$ cat src/logic/spi_pkg.sv
// Summary of operation
// - Phase one: first clock edge puts the first data bit on the output.
// - Phase zero slave: first bit driven as soon as select falls.
// - After eighth shift, received byte goes to data register, done flag sets.
// - Polarity only inverts the clock; phase picks one of two formats.
// - Phase zero: first edge half period after select low, next half later.
// - Phase zero: 16 edges, sample on odd, shift on even, order by setting.
// - Phase one: 16 edges, sample on even, shift then output on odd from 3.
// - Reception double buffered; data register loads only after last bit.
// - Slave phase zero: select held low resends last received byte.
// - Master with select output, phase zero: select pulses high between bytes.
// - Phase one: first edge right after half period delay, second samples.
// - Master with byte waiting starts it at once after completion, except phase zero with select output, which waits out the gap.
// - Done flag sets half a serial clock period after the last edge.
// - Divisor is (prescale+1) times two to the (shift+1).
// - Prescale 001 doubles, 010 triples the shift divisor.
// - Baud divider runs only as master during a transfer.
// - Controller select set means master, clear means slave.
// - Data write after status read with empty loads transmit; reads receive.
package spi_pkg;
	// Register byte offsets
	localparam logic [7:0] CTRL_OFS = 8'h00;
	localparam logic [7:0] BAUD_OFS = 8'h04;
	localparam logic [7:0] STAT_OFS = 8'h08;
	localparam logic [7:0] DATA_OFS = 8'h0c;
	// Control fields
	localparam int CTRL_CONTROLLER_SELECT_BIT = 0;
	localparam int CTRL_CLOCK_POLARITY_SEL_BIT = 1;
	localparam int CTRL_CLOCK_PHASE_SEL_BIT = 2;
	localparam int CTRL_SELECT_OUTPUT_EN_BIT = 3;
	localparam int CTRL_LSBF_BIT = 4;
	localparam logic [7:0] CTRL_RST = 8'h00;
	// Baud fields: shift in [2:0], prescale in [6:4]
	localparam int BAUD_SHIFT_LSB = 0;
	localparam int BAUD_PRE_LSB = 4;
	localparam logic [7:0] BAUD_RST = 8'h00;
	// Status fields
	localparam int STAT_DONE_BIT = 0;
	localparam int STAT_TXE_BIT = 1;
	localparam int STAT_BUSY_BIT = 2;
	// Pin synchroniser lanes and their reset levels
	localparam int PIN_SCK = 0;
	localparam int PIN_MOSI = 1;
	localparam int PIN_MISO = 2;
	localparam int PIN_SS = 3;
	localparam logic [3:0] PIN_RST = 4'h8;
	// Byte timing
	localparam logic [4:0] EDGES_PER_BYTE = 5'h10;
	localparam int DIV_W = 11;
	localparam int CYC_W = 10;

	typedef enum logic [1:0] {
		ST_IDLE,
		ST_SHIFT,
		ST_TRAIL,
		ST_GAP
	} xfer_state_t;

	// Bit presented on the serial output for a given shift register
	function automatic logic out_bit(input logic [7:0] sh,
		input logic lsbf);
		out_bit = lsbf ? sh[0] : sh[7];
	endfunction

	// Shift a sampled bit in at the end chosen by bit order
	function automatic logic [7:0] shift_in(input logic [7:0] sh,
		input logic b, input logic lsbf);
		shift_in = lsbf ? {b, sh[7:1]} : {sh[6:0], b};
	endfunction
endpackage

$ cat src/logic/spi_baud_div.sv
`timescale 1ns/100ps
module spi_baud_div (
	// Clock and reset
	input  wire logic       hclk,
	input  wire logic       hresetn,
	// Control
	input  wire logic       run,
	input  wire logic [2:0] prescale,
	input  wire logic [2:0] shift,
	// Half serial period strobe
	output logic            tick
);
	typedef struct packed {
		logic [spi_pkg::DIV_W-1:0] cnt;
	} div_t;

	div_t                     r;
	div_t                     n;
	logic [spi_pkg::DIV_W-1:0] half;

	// Half period is (prescale+1)*2^shift, so a full period is twice that
	assign half = spi_pkg::DIV_W'({4'h0, prescale} + 7'h1) << shift;
	assign tick = run && (r.cnt == half - spi_pkg::DIV_W'(1));

	// Counter held at zero when stopped to save power
	always_comb begin
		n = r;
		if (!run || tick)
			n.cnt = '0;
		else
			n.cnt = r.cnt + spi_pkg::DIV_W'(1);
	end

	always_ff @(posedge hclk or negedge hresetn) begin
		if (!hresetn)
			r <= '0;
		else
			r <= n;
	end

	a_div_stopped: assert property (@(posedge hclk) disable iff (!hresetn)
		!run |=> r.cnt == '0)
		else $error("divider counted while stopped");
	a_div_period: assert property (@(posedge hclk) disable iff (!hresetn)
		(run && tick && prescale == 3'h0 && shift == 3'h1)
		##1 (run && prescale == 3'h0 && shift == 3'h1)
		|-> !tick ##1 (tick || !run))
		else $error("half period of divide by four wrong");
endmodule

$ cat src/logic/spi_core.sv
// Implementation choices: the register offsets and the AHB-Lite register port.
`timescale 1ns/100ps
module spi_core (
	// Clock and reset
	input  wire logic        hclk,
	input  wire logic        hresetn,
	// AHB-Lite slave
	input  wire logic        hsel,
	input  wire logic [31:0] haddr,
	input  wire logic [1:0]  htrans,
	input  wire logic        hwrite,
	input  wire logic [2:0]  hsize,
	input  wire logic [31:0] hwdata,
	input  wire logic        hready,
	output logic             hreadyout,
	output logic             hresp,
	output logic [31:0]      hrdata,
	// Serial clock pin
	input  wire logic        sck_in,
	output logic             sck_out,
	output logic             sck_oe_n,
	// Master out slave in pin
	input  wire logic        mosi_in,
	output logic             mosi_out,
	output logic             mosi_oe_n,
	// Master in slave out pin
	input  wire logic        miso_in,
	output logic             miso_out,
	output logic             miso_oe_n,
	// Select pin, active low
	input  wire logic        ss_n_in,
	output logic             ss_n_out,
	output logic             ss_n_oe_n
);
	typedef struct packed {
		logic [3:0]                s1;
		logic [3:0]                s2;
		logic [3:0]                s3;
		logic [3:0]                flt;
		spi_pkg::xfer_state_t      st;
		logic [4:0]                ec;
		logic                      sck_ph;
		logic                      ss_o;
		logic                      dout;
		logic                      smp;
		logic [7:0]                sh;
		logic [7:0]                tx;
		logic [7:0]                rx;
		logic [7:0]                ctrl;
		logic [7:0]                baud;
		logic                      done;
		logic                      tx_empty;
		logic                      arm_tx;
		logic                      arm_rx;
		logic [spi_pkg::CYC_W-1:0] cyc;
		logic [spi_pkg::CYC_W-1:0] hp;
		logic                      s_trail;
		logic                      a_ok;
		logic                      a_wr;
		logic [7:0]                a_ad;
		logic [31:0]               rdata;
	} core_t;

	core_t      r;
	core_t      n;
	logic       master;
	logic       clock_polarity_sel;
	logic       clock_phase_sel;
	logic       select_output_en;
	logic       lsbf;
	logic       tick;
	logic       div_run;
	logic       do_edge;
	logic       fin;
	logic       load;
	logic       din;
	logic       sck_edge;
	logic       ss_fall;
	logic       ss_rise;
	logic [4:0] ne;

	// Mode bits straight from the control register
	assign master = r.ctrl[spi_pkg::CTRL_CONTROLLER_SELECT_BIT];
	assign clock_polarity_sel   = r.ctrl[spi_pkg::CTRL_CLOCK_POLARITY_SEL_BIT];
	assign clock_phase_sel   = r.ctrl[spi_pkg::CTRL_CLOCK_PHASE_SEL_BIT];
	assign select_output_en   = r.ctrl[spi_pkg::CTRL_SELECT_OUTPUT_EN_BIT];
	assign lsbf   = r.ctrl[spi_pkg::CTRL_LSBF_BIT];

	// Divider only runs while this end clocks a byte
	assign div_run = master && (r.st != spi_pkg::ST_IDLE);

	spi_baud_div u_div (
		.hclk     (hclk),
		.hresetn  (hresetn),
		.run      (div_run),
		.prescale (r.baud[spi_pkg::BAUD_PRE_LSB +: 3]),
		.shift    (r.baud[spi_pkg::BAUD_SHIFT_LSB +: 3]),
		.tick     (tick)
	);

	// Next state: pins, bus, then the engine so hardware sets win
	always_comb begin
		n        = r;
		do_edge  = 1'b0;
		fin      = 1'b0;
		load     = 1'b0;
		ne       = r.ec + 5'h1;

		// Three flops per pin; a change counts once stages two and three agree
		n.s1 = {ss_n_in, miso_in, mosi_in, sck_in};
		n.s2 = r.s1;
		n.s3 = r.s2;
		for (int i = 0; i < 4; i++) begin
			if (r.s2[i] == r.s3[i])
				n.flt[i] = r.s3[i];
		end
		sck_edge = n.flt[spi_pkg::PIN_SCK] != r.flt[spi_pkg::PIN_SCK];
		ss_fall  = !n.flt[spi_pkg::PIN_SS] && r.flt[spi_pkg::PIN_SS];
		ss_rise  = n.flt[spi_pkg::PIN_SS] && !r.flt[spi_pkg::PIN_SS];
		din      = master ? r.flt[spi_pkg::PIN_MISO]
			: r.flt[spi_pkg::PIN_MOSI];

		// Data phase of a write
		if (r.a_ok && r.a_wr) begin
			unique case (r.a_ad)
				spi_pkg::CTRL_OFS: n.ctrl = hwdata[7:0];
				spi_pkg::BAUD_OFS: n.baud = hwdata[7:0];
				spi_pkg::DATA_OFS: begin
					// Only a write armed by a status read lands
					if (r.arm_tx) begin
						n.tx       = hwdata[7:0];
						n.tx_empty = 1'b0;
						n.arm_tx   = 1'b0;
					end
				end
				default: ;
			endcase
		end

		// Address phase: read data is fetched now, read side effects too
		n.a_ok = hsel && htrans[1] && hready;
		n.a_wr = hwrite;
		n.a_ad = haddr[7:0];
		if (n.a_ok && !hwrite) begin
			unique case (haddr[7:0])
				spi_pkg::CTRL_OFS: n.rdata = {24'h0, r.ctrl};
				spi_pkg::BAUD_OFS: n.rdata = {24'h0, r.baud};
				spi_pkg::STAT_OFS: begin
					n.rdata = '0;
					n.rdata[spi_pkg::STAT_DONE_BIT] = r.done;
					n.rdata[spi_pkg::STAT_TXE_BIT]  = r.tx_empty;
					n.rdata[spi_pkg::STAT_BUSY_BIT] = r.st != spi_pkg::ST_IDLE;
					n.arm_rx = r.done;
					n.arm_tx = r.tx_empty;
				end
				spi_pkg::DATA_OFS: begin
					n.rdata = {24'h0, r.rx};
					if (r.arm_rx) begin
						n.done   = 1'b0;
						n.arm_rx = 1'b0;
					end
				end
				default: n.rdata = '0;
			endcase
		end

		// Cycles since the last serial edge, to time the slave's trailer
		if (sck_edge)
			n.cyc = '0;
		else if (r.cyc != '1)
			n.cyc = r.cyc + spi_pkg::CYC_W'(1);

		if (master) begin
			// Master sequencing on half period strobes
			unique case (r.st)
				spi_pkg::ST_IDLE: begin
					n.ss_o   = 1'b1;
					n.sck_ph = 1'b0;
					if (!r.tx_empty) begin
						load   = 1'b1;
						n.ss_o = 1'b0;
						n.st   = spi_pkg::ST_SHIFT;
					end
				end
				spi_pkg::ST_SHIFT: do_edge = tick;
				spi_pkg::ST_TRAIL: begin
					if (tick) begin
						fin = 1'b1;
						if (r.tx_empty) begin
							n.ss_o = 1'b1;
							n.st   = spi_pkg::ST_IDLE;
						end else if (!clock_phase_sel && select_output_en) begin
							n.ss_o = 1'b1;
							n.st   = spi_pkg::ST_GAP;
						end else begin
							load = 1'b1;
							n.st = spi_pkg::ST_SHIFT;
						end
					end
				end
				spi_pkg::ST_GAP: begin
					// Select stays high one half period
					if (tick) begin
						load   = 1'b1;
						n.ss_o = 1'b0;
						n.st   = spi_pkg::ST_SHIFT;
					end
				end
			endcase
		end else begin
			// Slave follows the far clock while selected
			n.st     = spi_pkg::ST_IDLE;
			n.ss_o   = 1'b1;
			n.sck_ph = 1'b0;
			if (ss_rise) begin
				n.ec      = '0;
				n.s_trail = 1'b0;
			end else if (ss_fall) begin
				// Fresh select sends the transmit buffer
				load = 1'b1;
			end
			do_edge = sck_edge && !n.flt[spi_pkg::PIN_SS] && !ss_fall;
			if (r.s_trail && r.cyc >= r.hp && !ss_rise) begin
				fin       = 1'b1;
				n.s_trail = 1'b0;
			end
		end

		// One serial clock edge: sample on one parity, shift on the other
		if (do_edge) begin
			n.ec     = ne;
			n.sck_ph = !r.sck_ph;
			if (clock_phase_sel ? !ne[0] : ne[0])
				n.smp = din;
			if (clock_phase_sel && ne == spi_pkg::EDGES_PER_BYTE) begin
				// Last sample and last shift share edge sixteen
				n.sh = spi_pkg::shift_in(r.sh, din, lsbf);
			end else if (clock_phase_sel ? (ne[0] && ne != 5'h1) : !ne[0]) begin
				n.sh   = spi_pkg::shift_in(r.sh, r.smp, lsbf);
				n.dout = spi_pkg::out_bit(n.sh, lsbf);
			end
			if (clock_phase_sel && ne == 5'h1)
				n.dout = spi_pkg::out_bit(r.sh, lsbf);
			if (ne == spi_pkg::EDGES_PER_BYTE) begin
				if (master) begin
					n.st = spi_pkg::ST_TRAIL;
				end else begin
					n.s_trail = 1'b1;
					n.hp      = r.cyc;
				end
			end
		end

		// Byte complete: receive buffer and flag update together
		if (fin) begin
			n.rx   = n.sh;
			n.done = 1'b1;
			n.ec   = '0;
			// Held select resends what just came in
			n.dout = spi_pkg::out_bit(n.sh, lsbf);
		end

		// Start of a byte takes the transmit buffer
		if (load) begin
			n.sh       = r.tx;
			n.tx_empty = 1'b1;
			n.ec       = '0;
			n.dout     = spi_pkg::out_bit(r.tx, lsbf);
		end

		// Changing format or rate mid-byte as master aborts to idle
		if (r.a_ok && r.a_wr && master && r.st != spi_pkg::ST_IDLE
			&& (r.a_ad == spi_pkg::CTRL_OFS
			|| r.a_ad == spi_pkg::BAUD_OFS)) begin
			n.st     = spi_pkg::ST_IDLE;
			n.ec     = '0;
			n.sck_ph = 1'b0;
			n.ss_o   = 1'b1;
		end
	end

	// State register; pins idle deselected after reset
	always_ff @(posedge hclk or negedge hresetn) begin
		if (!hresetn) begin
			r          <= '0;
			r.s1       <= spi_pkg::PIN_RST;
			r.s2       <= spi_pkg::PIN_RST;
			r.s3       <= spi_pkg::PIN_RST;
			r.flt      <= spi_pkg::PIN_RST;
			r.ctrl     <= spi_pkg::CTRL_RST;
			r.baud     <= spi_pkg::BAUD_RST;
			r.ss_o     <= 1'b1;
			r.tx_empty <= 1'b1;
		end else begin
			r <= n;
		end
	end

	// Bus answers at once and never errors
	assign hreadyout = 1'b1;
	assign hresp     = 1'b0;
	assign hrdata    = r.rdata;

	// Pins; polarity just inverts the internal phase
	assign sck_out   = clock_polarity_sel ^ r.sck_ph;
	assign sck_oe_n  = !master;
	assign mosi_out  = r.dout;
	assign mosi_oe_n = !master;
	assign miso_out  = r.dout;
	assign miso_oe_n = master || r.flt[spi_pkg::PIN_SS];
	assign ss_n_out  = r.ss_o;
	assign ss_n_oe_n = !(master && select_output_en);

	a_sck_idle_level: assert property (@(posedge hclk) disable iff (!hresetn)
		master && r.st == spi_pkg::ST_IDLE |-> sck_out == clock_polarity_sel)
		else $error("idle master clock not at polarity level");
	a_done_after_trail: assert property (@(posedge hclk) disable iff (!hresetn)
		master && r.st == spi_pkg::ST_TRAIL && tick |=> r.done)
		else $error("done flag missing after trailing half period");
	a_rx_copy: assert property (@(posedge hclk) disable iff (!hresetn)
		master && r.st == spi_pkg::ST_TRAIL && tick |=> r.rx == $past(r.sh))
		else $error("receive buffer not loaded from shift register");
	a_rx_stable: assert property (@(posedge hclk) disable iff (!hresetn)
		r.st == spi_pkg::ST_SHIFT && $past(r.st) == spi_pkg::ST_SHIFT
		|-> $stable(r.rx))
		else $error("receive buffer changed mid byte");
	a_edge_count: assert property (@(posedge hclk) disable iff (!hresetn)
		r.ec <= spi_pkg::EDGES_PER_BYTE)
		else $error("more than sixteen edges in a byte");
	a_trail_entry: assert property (@(posedge hclk) disable iff (!hresetn)
		master && r.st == spi_pkg::ST_SHIFT && tick && r.ec == 5'hf
		|=> r.st == spi_pkg::ST_TRAIL && sck_out == clock_polarity_sel)
		else $error("sixteenth edge did not end the byte");
	a_ss_gap: assert property (@(posedge hclk) disable iff (!hresetn)
		r.st == spi_pkg::ST_GAP |-> r.ss_o)
		else $error("select low during gap");
	a_back_to_back: assert property (@(posedge hclk) disable iff (!hresetn)
		master && r.st == spi_pkg::ST_TRAIL && tick && !r.tx_empty
		&& (clock_phase_sel || !select_output_en) |=> r.st == spi_pkg::ST_SHIFT && !r.ss_o)
		else $error("back to back byte delayed");
	a_slave_first: assert property (@(posedge hclk) disable iff (!hresetn)
		!master && ss_fall && !r.tx_empty |=> r.dout == spi_pkg::out_bit(
		$past(r.tx), lsbf) ##1 !miso_oe_n)
		else $error("slave first bit not driven on select");
	a_div_slave: assert property (@(posedge hclk) disable iff (!hresetn)
		!master |-> !div_run && !tick)
		else $error("divider running in slave mode");
	a_master_pins: assert property (@(posedge hclk) disable iff (!hresetn)
		master |-> !sck_oe_n && !mosi_oe_n && miso_oe_n)
		else $error("master pin directions wrong");
endmodule

$ cat config.mk
export PLATFORM = sky130hd
export DESIGN_NAME = spi_core
export DESIGN_NICKNAME = d
export VERILOG_FILES = /design/src/logic/spi_pkg.sv /design/src/logic/spi_baud_div.sv /design/src/logic/spi_core.sv
export SDC_FILE = /design/constraint.sdc
export NUM_CORES = 1
export LEC_CHECK = 0
export ABC_AREA = 1
export BUFFER_PORTS_ARGS = -buffer_cell sky130_fd_sc_hd__buf_2
export CAP_MARGIN = 20
export CORE_MARGIN = 10
export CORE_UTILIZATION = 55
export DETAILED_ROUTE_END_ITERATION = 7
export GPL_TIMING_DRIVEN = 0
export PLACE_DENSITY = 0.9
export SLEW_MARGIN = 20
export SYNTH_ARGS = -nofsm -noshare
export SYNTH_HDL_FRONTEND = slang
export SYNTH_HIERARCHICAL = 1
export SYNTH_SLANG_ARGS = --single-unit
export TNS_END_PERCENT = 100
$ cat constraint.sdc
create_clock -name hclk -period 9.93 [get_ports hclk]
set_input_delay 0.4965 -clock hclk [delete_from_list [all_inputs] [get_ports hclk]]
set_output_delay 0.4965 -clock hclk [all_outputs]
set_load 0.005 [all_outputs]
==> metrics.txt, run 1 <==
status finished clean; wire per inst 13.9 um; Clock Latency Late Sink 0.42 ns; final hold vios 0; gp weighted congestion 0.946; Vias/cell 5.21; hold buffers post-CTS 0; Die Height 132 um; CTS H-tree lvls 4; Antenna Nets Post-Route 0; initial drt markers 455; Yosys warnings 6; vias in the first global route 5898; Post-Syn Instances 874; pwr/cell area 178 mW/mm2; Cell Area, Placed 0.00743 mm2; DP Worst Slack 5.96 ns; final hold slack 0.0228 ns; CP startpoint kind register; final design area excluding fillers 0.00807 mm2; Synth Area in Adders 0.0338; switching share of total power 0.265; layout cells sized above 1 0.194; Post-Route WL 15.9 mm; slowest CP cell dfrtp_1; maxcap violations 0; residual DRC count 0; count of cell types in the netlist 50; die width 132 um; Total Nets Final 1054; critical path class register to register; CTS sink cnt 121; Cell Chain, Critical Path ha_1, o21ai_1, nor2_1, nand2_1, ha_1, nand3_2, nor2_8, nand2_1, nand2_1, nand2_1, nor2_1, nand3_1, nor3_1, inv_1, o21ai_2, nand2_1, inv_2, nand2_2, inv_2, buf_6, o21ai_2, o21ai_1, o21ai_1; most used cell, CP nand2_1; CTS buffer count 17; Leak 4.15 nW; WP data required 10.22 ns; largest net degree at the start of global routing 69; min setup slack post-route 5.89 ns; final core utilization 0.664; Flop pwr share 0.390; CTS root buf clkbuf_16; switching power 0.000380 W; initial core utilization 0.567; Post-Syn Area 0.00689 mm2; Synth-to-Final Area Change 17.1%; max_slew headroom 0.516; CTS resizes 0; CP top delay family simple AND/OR/NAND/NOR gates; combinational family with the most area after synthesis simple AND/OR/NAND/NOR gates; Final TNS setup 0 ns; crit-path max FO 10; Max Fclk 248 MHz; DPL Wire Length 11.8 mm; simple-gate share of the synthesized area 0.267; global-route wire length before repair 27.2 mm; sequential area share after synthesis 0.440; worst path bufs/invs 4; core area 0.0122 mm2; critical path endpoint category register; clock skew 0.0119 ns; syn_area_per_cell 7.89 um2; Die Area 0.0174 mm2; final worst path period need 4.04 ns; maximum clock path buffer count 2; largest stage delay on the critical path 0.45 ns; Peak VDD IR 120 uV; Global Route Usage Sum 0.185; max-slew violation count 0; io pins 120; antenna diode count 0; # Post-CTS Setup Buffers 0; Comb pwr share 0.148; Clk pin slew, worst setup/hold paths 0.06 ns; number of antenna violations at the first check in global routing 0; unrepaired setup endpoints after global routing false; mux share of post-synthesis cell area 0.00145; final cycle utilization of the critical path 0.406; CTS tree yes; Row Count 40; XOR/XNOR Fraction of Synth Area 0.0203; ys flop type dfrtp_1; DR vias 5934; total gr overflow 0; Hold Path Class primary input to asynchronous set/reset pin; EDFF count, synth 0; actual slew at the worst max-slew pin 0.719 ns; clock share of power 0.462; CP arrival 4.33 ns; DR pass1 iterations 5; internal power 0.00105 W; IO Port Bufs 41; # setup viols final 0; post-synthesis compound-gate area fraction 0.121; async set-reset flop share out of synthesis 1.00; Seq cells post-synth 121
-- area by class of cell --
class / instances / area [um2]
plain buffers: 53 / 367
clock buffers: 19 / 433
clock inverters: 13 / 201
fillers: 1004 / 4090
inverters: 114 / 428
multi-input cells: 610 / 3160
flip-flops and latches: 121 / 3040
well taps: 168 / 210
repair buffers: 42 / 239
-- power groups by stage --
stage	Combinational, W	Clock, W	Sequential, W
after floorplan	0.000152	0	0.000560
after global placement	0.000199	0	0.000565
after detailed placement	0.000208	0	0.000567
after CTS	0.000211	0.000668	0.000559
after global routing	0.000241	0.000691	0.000564
final	0.000212	0.000663	0.000559
-- flip-flops by register name, indices dropped and copies added, names as in the netlist, 8 cells and up --
signal and count:
r 88, u_div/r 11, hrdata 8, n 8
-- metrics by stage --
| stage | total power [W] | cells |
|---|---|---|
| 2_1_floorplan | 0.000712 | 898 |
| 3_3_place_gp | 0.000764 | 1107 |
| 3_5_place_dp | 0.000775 | 1108 |
| 4_1_cts | 0.00144 | 1140 |
| 5_1_grt | 0.00150 | 1140 |
| 6_report | 0.00143 | 1140 |
-- worst register-to-register path, stage by stage, from the launching register on --
cell and delay (ns):
dfrtp_1 0.45, ha_1 0.35, o21ai_1 0.24, nor2_1 0.07
nand2_1 0.09, ha_1 0.21, nand3_2 0.15, nor2_8 0.19
nand2_1 0.08, nand2_1 0.09, nand2_1 0.05, nor2_1 0.09
nand3_1 0.08, nor3_1 0.37, inv_1 0.15, o21ai_2 0.23
nand2_1 0.24, inv_2 0.21, nand2_2 0.10, inv_2 0.08
buf_6 0.15, o21ai_2 0.06, o21ai_1 0.11, o21ai_1 0.09
-- metal layers --
metal	GRT usage	up-vias	part of all wire	wire length, um
met5	0	-	0	0
met4	0.0816	0	0.026	411
met3	0.0446	36	0.051	805
met2	0.305	158	0.49	7770
met1	0.226	2781	0.43	6880
li1	-	2959	-	-
-- layout by cell type (no fill, tap or decap), types with 17 or more instances in the layout --
master | synthesis | layout
o21ai_0 | 62 | 62
buf_4 | 38 | 38
nor3_1 | 17 | 17
o21ai_1 | 20 | 20
clkbuf_16 | 0 | 17
a21oi_1 | 21 | 21
dfrtp_1 | 115 | 115
nand2_1 | 211 | 211
nor2_1 | 68 | 68
ha_1 | 17 | 17
conb_1 | 2 | 26
inv_1 | 101 | 101
nand3_1 | 51 | 51
buf_2 | 8 | 48
-- final timing paths --
path | startpoint | endpoint | slack [ns] | cells after the start
max | r[71] | r[104] | 5.89 | 23
min | hresetn | n[124] | 0.02 | 1
max reg2reg | r[71] | r[104] | 5.89 | 23
min reg2reg | n[126] | n[122] | 0.35 | 0
max in group asynchronous | hresetn | ss_n_out | 9.17 | 2
min in group hclk | ss_n_in | n[129] | 0.18 | 1
-- cell usage after synthesis, drive strengths merged, types with 3 or more instances --
cell type  count  share of area
a21oi         21          0.015
dfrtp        115           0.42
or2            5         0.0045
a221oi         3         0.0038
o211ai         9          0.011
ha            17          0.031
nand3         60          0.051
nand4         12          0.012
nor4           4         0.0036
xnor2          4         0.0051
o22ai          3         0.0027
nor2          87          0.058
clkbuf         4         0.0022
nand2        220           0.12
inv          114          0.062
a22o           3         0.0038
buf           49          0.051
a211oi         3         0.0033
a31oi          3         0.0027
o21ai         89          0.068
dfstp          6          0.023
xor2          12          0.015
nor3          17          0.012
-- cells by family after synthesis --
kind of cell / after synthesis
AO/OA/AOI/OAI: 142
buffers and inverters: 167
adder cells (fa/ha/maj): 19
multiplexers: 1
flip-flops: 121
other: 2
XOR/XNOR: 16
AND/OR/NAND/NOR: 406
Note: power is estimated with default switching activity, not from simulation.
==> run 2, diff against run 1 <==
--- a/config.mk
+++ b/config.mk
@@ -5,14 +5,14 @@
 export SDC_FILE = /design/constraint.sdc
 export NUM_CORES = 1
 export LEC_CHECK = 0
-export ABC_AREA = 1
+export ABC_AREA = 0
 export BUFFER_PORTS_ARGS = -buffer_cell sky130_fd_sc_hd__buf_2
 export CAP_MARGIN = 20
 export CORE_MARGIN = 10
 export CORE_UTILIZATION = 55
 export DETAILED_ROUTE_END_ITERATION = 7
 export GPL_TIMING_DRIVEN = 0
-export PLACE_DENSITY = 0.9
+export PLACE_DENSITY = 0.89
 export SLEW_MARGIN = 20
 export SYNTH_ARGS = -nofsm -noshare
 export SYNTH_HDL_FRONTEND = slang
==> constraint.sdc (replaced) <==
create_clock -name hclk -period 3.79 [get_ports hclk]
set_input_delay 0.1895 -clock hclk [delete_from_list [all_inputs] [get_ports hclk]]
set_output_delay 0.1895 -clock hclk [all_outputs]
set_load 0.005 [all_outputs]
==> metrics.txt, run 2 <==
status complete, but fails checks (was finished clean); failing checks negative setup slack; pwr/cell area 430 mW/mm2 (was 178 mW/mm2); largest net degree at the start of global routing 65 (was 69); Top Registers r x88, u_div/r x11 (unchanged); Leak 3.99 nW (was 4.15 nW); final hold slack 0.0376 ns (was 0.0228 ns); hold_sp hwdata[7]; Yosys warnings 6 (unchanged); R2R Setup Slk -0.13 ns (was 5.89 ns); actual slew at the worst max-slew pin 1.05 ns (was 0.719 ns); commonest non-fill, non-tap cell in the layout dfrtp_1 (was nand2_1); clock skew 0.00840 ns (was 0.0119 ns); slowest CP cell a2111oi_4 (was dfrtp_1); max reg flops 88 (unchanged); maxcap violations 0 (unchanged); Cell Area, Placed 0.00776 mm2 (was 0.00743 mm2); largest area contributor in the netlist dfrtp_1 (unchanged); Yosys top cell area share 0.401 (was 0.418); CTS H-tree lvls 4 (unchanged); global-route wire length before repair 29.6 mm (was 27.2 mm); max-slew violation count 0 (unchanged); crit-path max FO 7 (was 10); maximum clock path buffer count 2 (unchanged); CP arrival 4.21 ns (was 4.33 ns); max_slew headroom 0.300 (was 0.516); WL met1 7.69 mm (was 6.88 mm); Synth-to-Final Area Change 25.8% (was 17.1%); total power 0.00389 W (was 0.00143 W); initial core utilization 0.565 (was 0.567); Biggest register r (unchanged); commonest cells in the netlist dfrtp_1, mux2_2, nor2_1 (was nand2_1, dfrtp_1, inv_1); r2r worst-path depth 15 (was 23); DR pass1 iterations 5 (unchanged); r2r startpoint r[72] (was r[71]); core area 0.0127 mm2 (was 0.0122 mm2); Post-Syn Area 0.00718 mm2 (was 0.00689 mm2); Die Area 0.0180 mm2 (was 0.0174 mm2); unrepaired setup endpoints after global routing true (was false); ranking of synthesized cells by area dfrtp_1, mux2_2, buf_4 (was dfrtp_1, nand2_1, inv_1); antenna diode count 0 (unchanged); residual DRC count 0 (unchanged); Critical Path Source r[72] (was r[71]); CTS sink cnt 121 (unchanged); Hold Path Class primary input to register (was primary input to asynchronous set/reset pin); wire per inst 18.3 um (was 13.9 um); Global Route Usage Sum 0.200 (was 0.185); layout cells sized above 1 0.345 (was 0.194); ys flop type dfrtp_1 (unchanged); Min-Delay Endpoint r[74]; critical path endpoint category register (unchanged); Vias/cell 5.88 (was 5.21); min setup slack post-route -0.125 ns (was 5.89 ns); DPL Wire Length 12.1 mm (was 11.8 mm); async set-reset flop share out of synthesis 1.00 (unchanged); final worst path period need 3.92 ns (was 4.04 ns); Seq cells post-synth 121 (unchanged); Max Fclk 255 MHz (was 248 MHz); IO Port Bufs 41 (unchanged); commonest cells after routing, fill and taps aside dfrtp_1, buf_4, nor2_1, nand2_1, buf_2 (was nand2_1, dfrtp_1, inv_1, nor2_1, o21ai_0); Clock Latency Late Sink 0.42 ns (about the same); final design area excluding fillers 0.00903 mm2 (was 0.00807 mm2); Peak VDD IR 344 uV (was 120 uV); routed wire length on met2 9.18 mm (was 7.77 mm); met3 routed WL 1.28 mm (was 805 um); Top Metal Used met4 (unchanged); io pins 120 (unchanged); Die Height 134 um (was 132 um); final cycle utilization of the critical path 1.03 (was 0.406); critical path class register to register (unchanged); total gr overflow 0 (unchanged); WP data required 4.09 ns (was 10.22 ns); final hold vios 0 (unchanged); sequential area share after synthesis 0.423 (was 0.440); EDFF count, synth 0 (unchanged); count of filler cells inserted in the layout 894 (was 1004); gp weighted congestion 0.931 (was 0.946); Post-Syn Instances 709 (was 874); DR vias 5958 (was 5934); Cell Chain, Critical Path buf_4, and4b_2, a211oi_4, o21ai_2, nand2b_2, nor4_2, o21ai_1, a2111oi_4, and2_4, and3_4, a31oi_4, a211o_4, nor2_4, buf_6, mux2_4 (was ha_1, o21ai_1, nor2_1, nand2_1, ha_1, nand3_2, nor2_8, nand2_1, nand2_1, nand2_1, nor2_1, nand3_1, nor3_1, inv_1, o21ai_2, nand2_1, inv_2, nand2_2, inv_2, buf_6, o21ai_2, o21ai_1, o21ai_1); largest stage delay on the critical path 0.43 ns (was 0.45 ns); CTS tree yes (unchanged); Post-Route WL 18.5 mm (was 15.9 mm); CTS root buf clkbuf_16 (unchanged); initial drt markers 616 (was 455); vias in the first global route 5911 (was 5898); die width 134 um (was 132 um); syn_area_per_cell 10.1 um2 (was 7.89 um2); # setup viols final 23 (was 0); reg2reg end r[45] (was r[104]); CTS buffer count 17 (unchanged); Hold Crit Depth 2; Total Nets Final 923 (was 1054); Clk pin slew, worst setup/hold paths 0.06 ns (about the same); Antenna Nets Post-Route 0 (unchanged); CP startpoint kind register (unchanged); Row Count 41 (was 40); most common cell in the synthesized netlist dfrtp_1 (was nand2_1); number of antenna violations at the first check in global routing 0 (unchanged); count of cell types in the netlist 87 (was 50)
[run 2: changes by cell type in the layout (fill, tap and decap cells not counted), moves of 19 or more]
cell,delta
inv_1,-75
mux2_2,+40
mux2_4,+19
nand2_1,-162
nand3_1,-24
o21ai_0,-38
[run 2: critical path, delay by kind of cell, from the launching register on]
| family | cells | cell delay [ns] |
|---|---|---|
| AO/OA/AOI/OAI | 6 | 1.31 |
| multiplexers | 1 | 0.31 |
| AND/OR/NAND/NOR | 6 | 1.41 |
| flip-flops | 1 | 0.42 |
| buffers and inverters | 2 | 0.33 |
[run 2: power breakdown]
group	internal, W	switching (W)
Combinational	0.000354	0.000421
Sequential	0.00140	0.000128
Clock	0.000998	0.000584
[run 2: stage by stage]
stage	setup TNS (ns)	std cells	utilization	worst slack (ns)
floorplan	0	733	-	0.0303
global placement	-8.47	946	0.607	-0.481
detailed placement	-11.07	947	0.610	-0.565
CTS	-2.85	1010	0.691	-0.177
global route	-5.45	1013	0.710	-0.269
finish	-1.92	1013	0.710	-0.125
[run 2: cell type report]
class	count	area (um2)	area share
multi-input cells	522	4090	0.453
flip-flops and latches	121	3040	0.336
repair buffers	76	557	0.0616
clock buffers	21	460	0.0510
plain buffers	64	449	0.0497
well taps	172	215	0.0238
clock inverters	11	123	0.0136
inverters	26	97.6	0.0108
[run 2: cell families (layout without fill, tap and decap cells)]
logic type	after synthesis	count (layout)	synth area share
buffers and inverters	90	198	0.0744
and+or+nand+nor	228	228	0.165
muxes	74	74	0.120
other	2	26	0.00105
adders and majority gates	21	21	0.0352
xor gates and xnor gates	34	34	0.0425
AOI/OAI and AO/OA	139	139	0.139
DFF	121	121	0.423
[run 2: per-layer routing]
metal  track usage  vias to the layer above
li1              -                     2702
met1         0.246                     2939
met2         0.335                      281
met3        0.0452                       36
met4        0.0756                        0
met5             0                        -
[run 2: worst max-delay path by stage]
stage            end  slack (ns)  cells after the start
2_1_floorplan  r[44]        0.03                     18
3_3_place_gp   r[45]       -0.48                     18
3_5_place_dp   r[45]       -0.57                     18
4_1_cts        r[45]       -0.18                     18
5_1_grt        r[44]       -0.27                     18
6_report       r[45]       -0.13                     15
[run 2: timing repair]
action | in CTS | in global routing
hold endpoints to repair | 65 | 0
setup endpoints to repair | 33 | 33
resized for setup | 42 | 43
gates cloned | 1 | 0
setup buffers | 16 | 3
hold buffers | 14 | 0
pin swaps | 13 | 9
==> run 3, diff against run 2 <==
--- a/config.mk
+++ b/config.mk
@@ -8,11 +8,14 @@
 export ABC_AREA = 0
 export BUFFER_PORTS_ARGS = -buffer_cell sky130_fd_sc_hd__buf_2
 export CAP_MARGIN = 20
-export CORE_MARGIN = 10
-export CORE_UTILIZATION = 55
+export CELL_PAD_IN_SITES_DETAIL_PLACEMENT = 0
+export CELL_PAD_IN_SITES_GLOBAL_PLACEMENT = 1
+export CORE_MARGIN = 2
+export CORE_UTILIZATION = 44
 export DETAILED_ROUTE_END_ITERATION = 7
 export GPL_TIMING_DRIVEN = 0
-export PLACE_DENSITY = 0.89
+export PLACE_DENSITY = 0.91
+export RECOVER_POWER = 50
 export SLEW_MARGIN = 20
 export SYNTH_ARGS = -nofsm -noshare
 export SYNTH_HDL_FRONTEND = slang
==> metrics.txt, run 3 (synthesis results as in run 2) <==
Vias/cell 5.34 (was 5.88); Max Fclk 258 MHz (was 255 MHz); final hold slack 0.0388 ns (was 0.0376 ns); hold_sp hwdata[0] (was hwdata[7]); Clock Latency Late Sink 0.42 ns (about the same); vias in the first global route 5514 (was 5911); gp weighted congestion 0.921 (was 0.931); DR pass1 iterations 5 (unchanged); slowest CP cell dfrtp_2 (was a2111oi_4); Critical Path Source r[72] (unchanged); Synth-to-Final Area Change 25.4% (was 25.8%); r2r startpoint r[72] (unchanged); total gr overflow 0 (unchanged); final hold vios 0 (unchanged); status complete, but fails checks (unchanged); CP top delay family simple AND/OR/NAND/NOR gates (unchanged); CTS H-tree lvls 4 (unchanged); global-route wire length before repair 27.7 mm (was 29.6 mm); number of antenna violations at the first check in global routing 0 (unchanged); IO Port Bufs 41 (unchanged); CP startpoint kind register (unchanged); commonest non-fill, non-tap cell in the layout dfrtp_1 (unchanged); CTS sink cnt 121 (unchanged); Die Area 0.0174 mm2 (was 0.0180 mm2); commonest cells after routing, fill and taps aside dfrtp_1, buf_4, nor2_1, nand2_1, mux2_2 (was dfrtp_1, buf_4, nor2_1, nand2_1, buf_2); final cycle utilization of the critical path 1.02 (was 1.03); Peak VDD IR 295 uV (was 344 uV); actual slew at the worst max-slew pin 2.69 ns (was 1.05 ns); CTS tree yes (unchanged); clock skew 0.00866 ns (was 0.00840 ns); initial drt markers 385 (was 616); CTS buffer count 17 (unchanged); maxcap violations 1 (was 0); failing checks max-capacitance violations, max-slew violations, negative setup slack (was negative setup slack); Non-Filler Instances 1060 (was 1013); unrepaired setup endpoints after global routing true (unchanged); Die Height 132 um (was 134 um); # setup viols final 21 (was 23); antenna diode count 0 (unchanged); largest net degree at the start of global routing 73 (was 65); DR vias 5665 (was 5958); io pins 120 (unchanged); initial core utilization 0.451 (was 0.565); min setup slack post-route -0.0913 ns (was -0.125 ns); DPL Wire Length 11.4 mm (was 12.1 mm); critical path class register to register (unchanged); wire per inst 16.0 um (was 18.3 um); max-slew violation count 50 (was 0); Top Registers r x88, u_div/r x11 (unchanged); Total Nets Final 926 (was 923); largest stage delay on the critical path 0.44 ns (was 0.43 ns); final worst path period need 3.88 ns (was 3.92 ns); WP data required 4.09 ns (about the same); layout cells sized above 1 0.329 (was 0.345); critical path endpoint category register (unchanged); Cell Area, Placed 0.00781 mm2 (was 0.00776 mm2); CP arrival 4.18 ns (was 4.21 ns); count of filler cells inserted in the layout 1359 (was 894); Hold Path Class primary input to register (unchanged); core area 0.0159 mm2 (was 0.0127 mm2); final design area excluding fillers 0.00901 mm2 (was 0.00903 mm2); residual DRC count 0 (unchanged); max reg flops 88 (unchanged); Post-Route WL 17.0 mm (was 18.5 mm); Leak 3.97 nW (was 3.99 nW); CTS root buf clkbuf_16 (unchanged); crit-path max FO 5 (was 7); Cell Chain, Critical Path ha_4, nand2b_4, nand2_4, nand2_4, ha_4, xor2_1, xnor2_1, nor3_1, and4b_1, nand4_1, a2111oi_4, and2_4, and3_4, a31oi_4, a211o_4, nor2_4, buf_6, mux2_4 (was buf_4, and4b_2, a211oi_4, o21ai_2, nand2b_2, nor4_2, o21ai_1, a2111oi_4, and2_4, and3_4, a31oi_4, a211o_4, nor2_4, buf_6, mux2_4); die width 132 um (was 134 um); max_slew headroom -0.796 (was 0.300); maximum clock path buffer count 2 (unchanged); Global Route Usage Sum 0.197 (was 0.200); Clk pin slew, worst setup/hold paths 0.06 ns (about the same); Biggest register r (unchanged); Row Count 46 (was 41); pwr/cell area 435 mW/mm2 (was 430 mW/mm2); DP Worst Slack -0.589 ns (was -0.565 ns); Antenna Nets Post-Route 0 (unchanged); placed insts 991 (was 947); worst path bufs/invs 1 (was 2)
## run 3: where the power goes
part | leakage (nW) | total [W] | switching (W) | internal [W]
clock | 0.294 | 0.00164 | 0.000650 | 0.000993
sequential | 1.53 | 0.00152 | 0.000120 | 0.00140
combinational | 2.14 | 0.000749 | 0.000400 | 0.000349
## run 3: layout make-up
type / instances / area, um2 / share of cell area
plain buffers: 64 / 450 / 0.0500
clock buffers: 17 / 425 / 0.0472
clock inverters: 15 / 178 / 0.0197
inverters: 26 / 97.6 / 0.0108
multi-input cells: 523 / 3990 / 0.443
flip-flops and latches: 121 / 3040 / 0.337
well taps: 216 / 270 / 0.0300
repair buffers: 78 / 552 / 0.0613
## run 3: path summary, 6_finish.rpt
check / to / slack (ns) / cells after the start
hold reg to reg: n[123] / 0.35 / 0
setup / recovery: r[49] / -0.09 / 18
max in group asynchronous: r[98] / 1.09 / 2
hold / removal: master / 0.04 / 3
min in group asynchronous: r[112] / 1.18 / 2
setup reg to reg: r[49] / -0.09 / 18
## run 3: metal layers
metal,routed length [um],track usage,up-vias
li1,-,-,2728
met1,7860,0.271,2751
met2,7880,0.305,159
met3,939,0.0511,27
met4,272,0.0634,0
met5,0,0,-
## run 3: timing repair
action / in CTS / in global routing
gates resized for setup: 45 / 19
endpoints found under the hold margin: 58 / 0
hold buffers: 14 / 0
setup buffers: 19 / 2
pin swaps: 16 / 8
setup endpoints to repair: 33 / 33
cloned: 1 / 1
## run 3: worst min-delay path, stage by stage
cell and delay [ns]:
buf_2 0.12, nand2_1 0.05, o21ai_0 0.06
## run 3: through the flow
step | utilization | total power, W | setup TNS (ns)
final | 0.565 | 0.00392 | -1.46
after global routing | 0.565 | 0.00410 | -5.35
after CTS | 0.558 | 0.00393 | -1.36
after detailed placement | 0.490 | 0.00222 | -12.32
after global placement | 0.488 | 0.00219 | -11.57
after floorplan | - | 0.00203 | 0
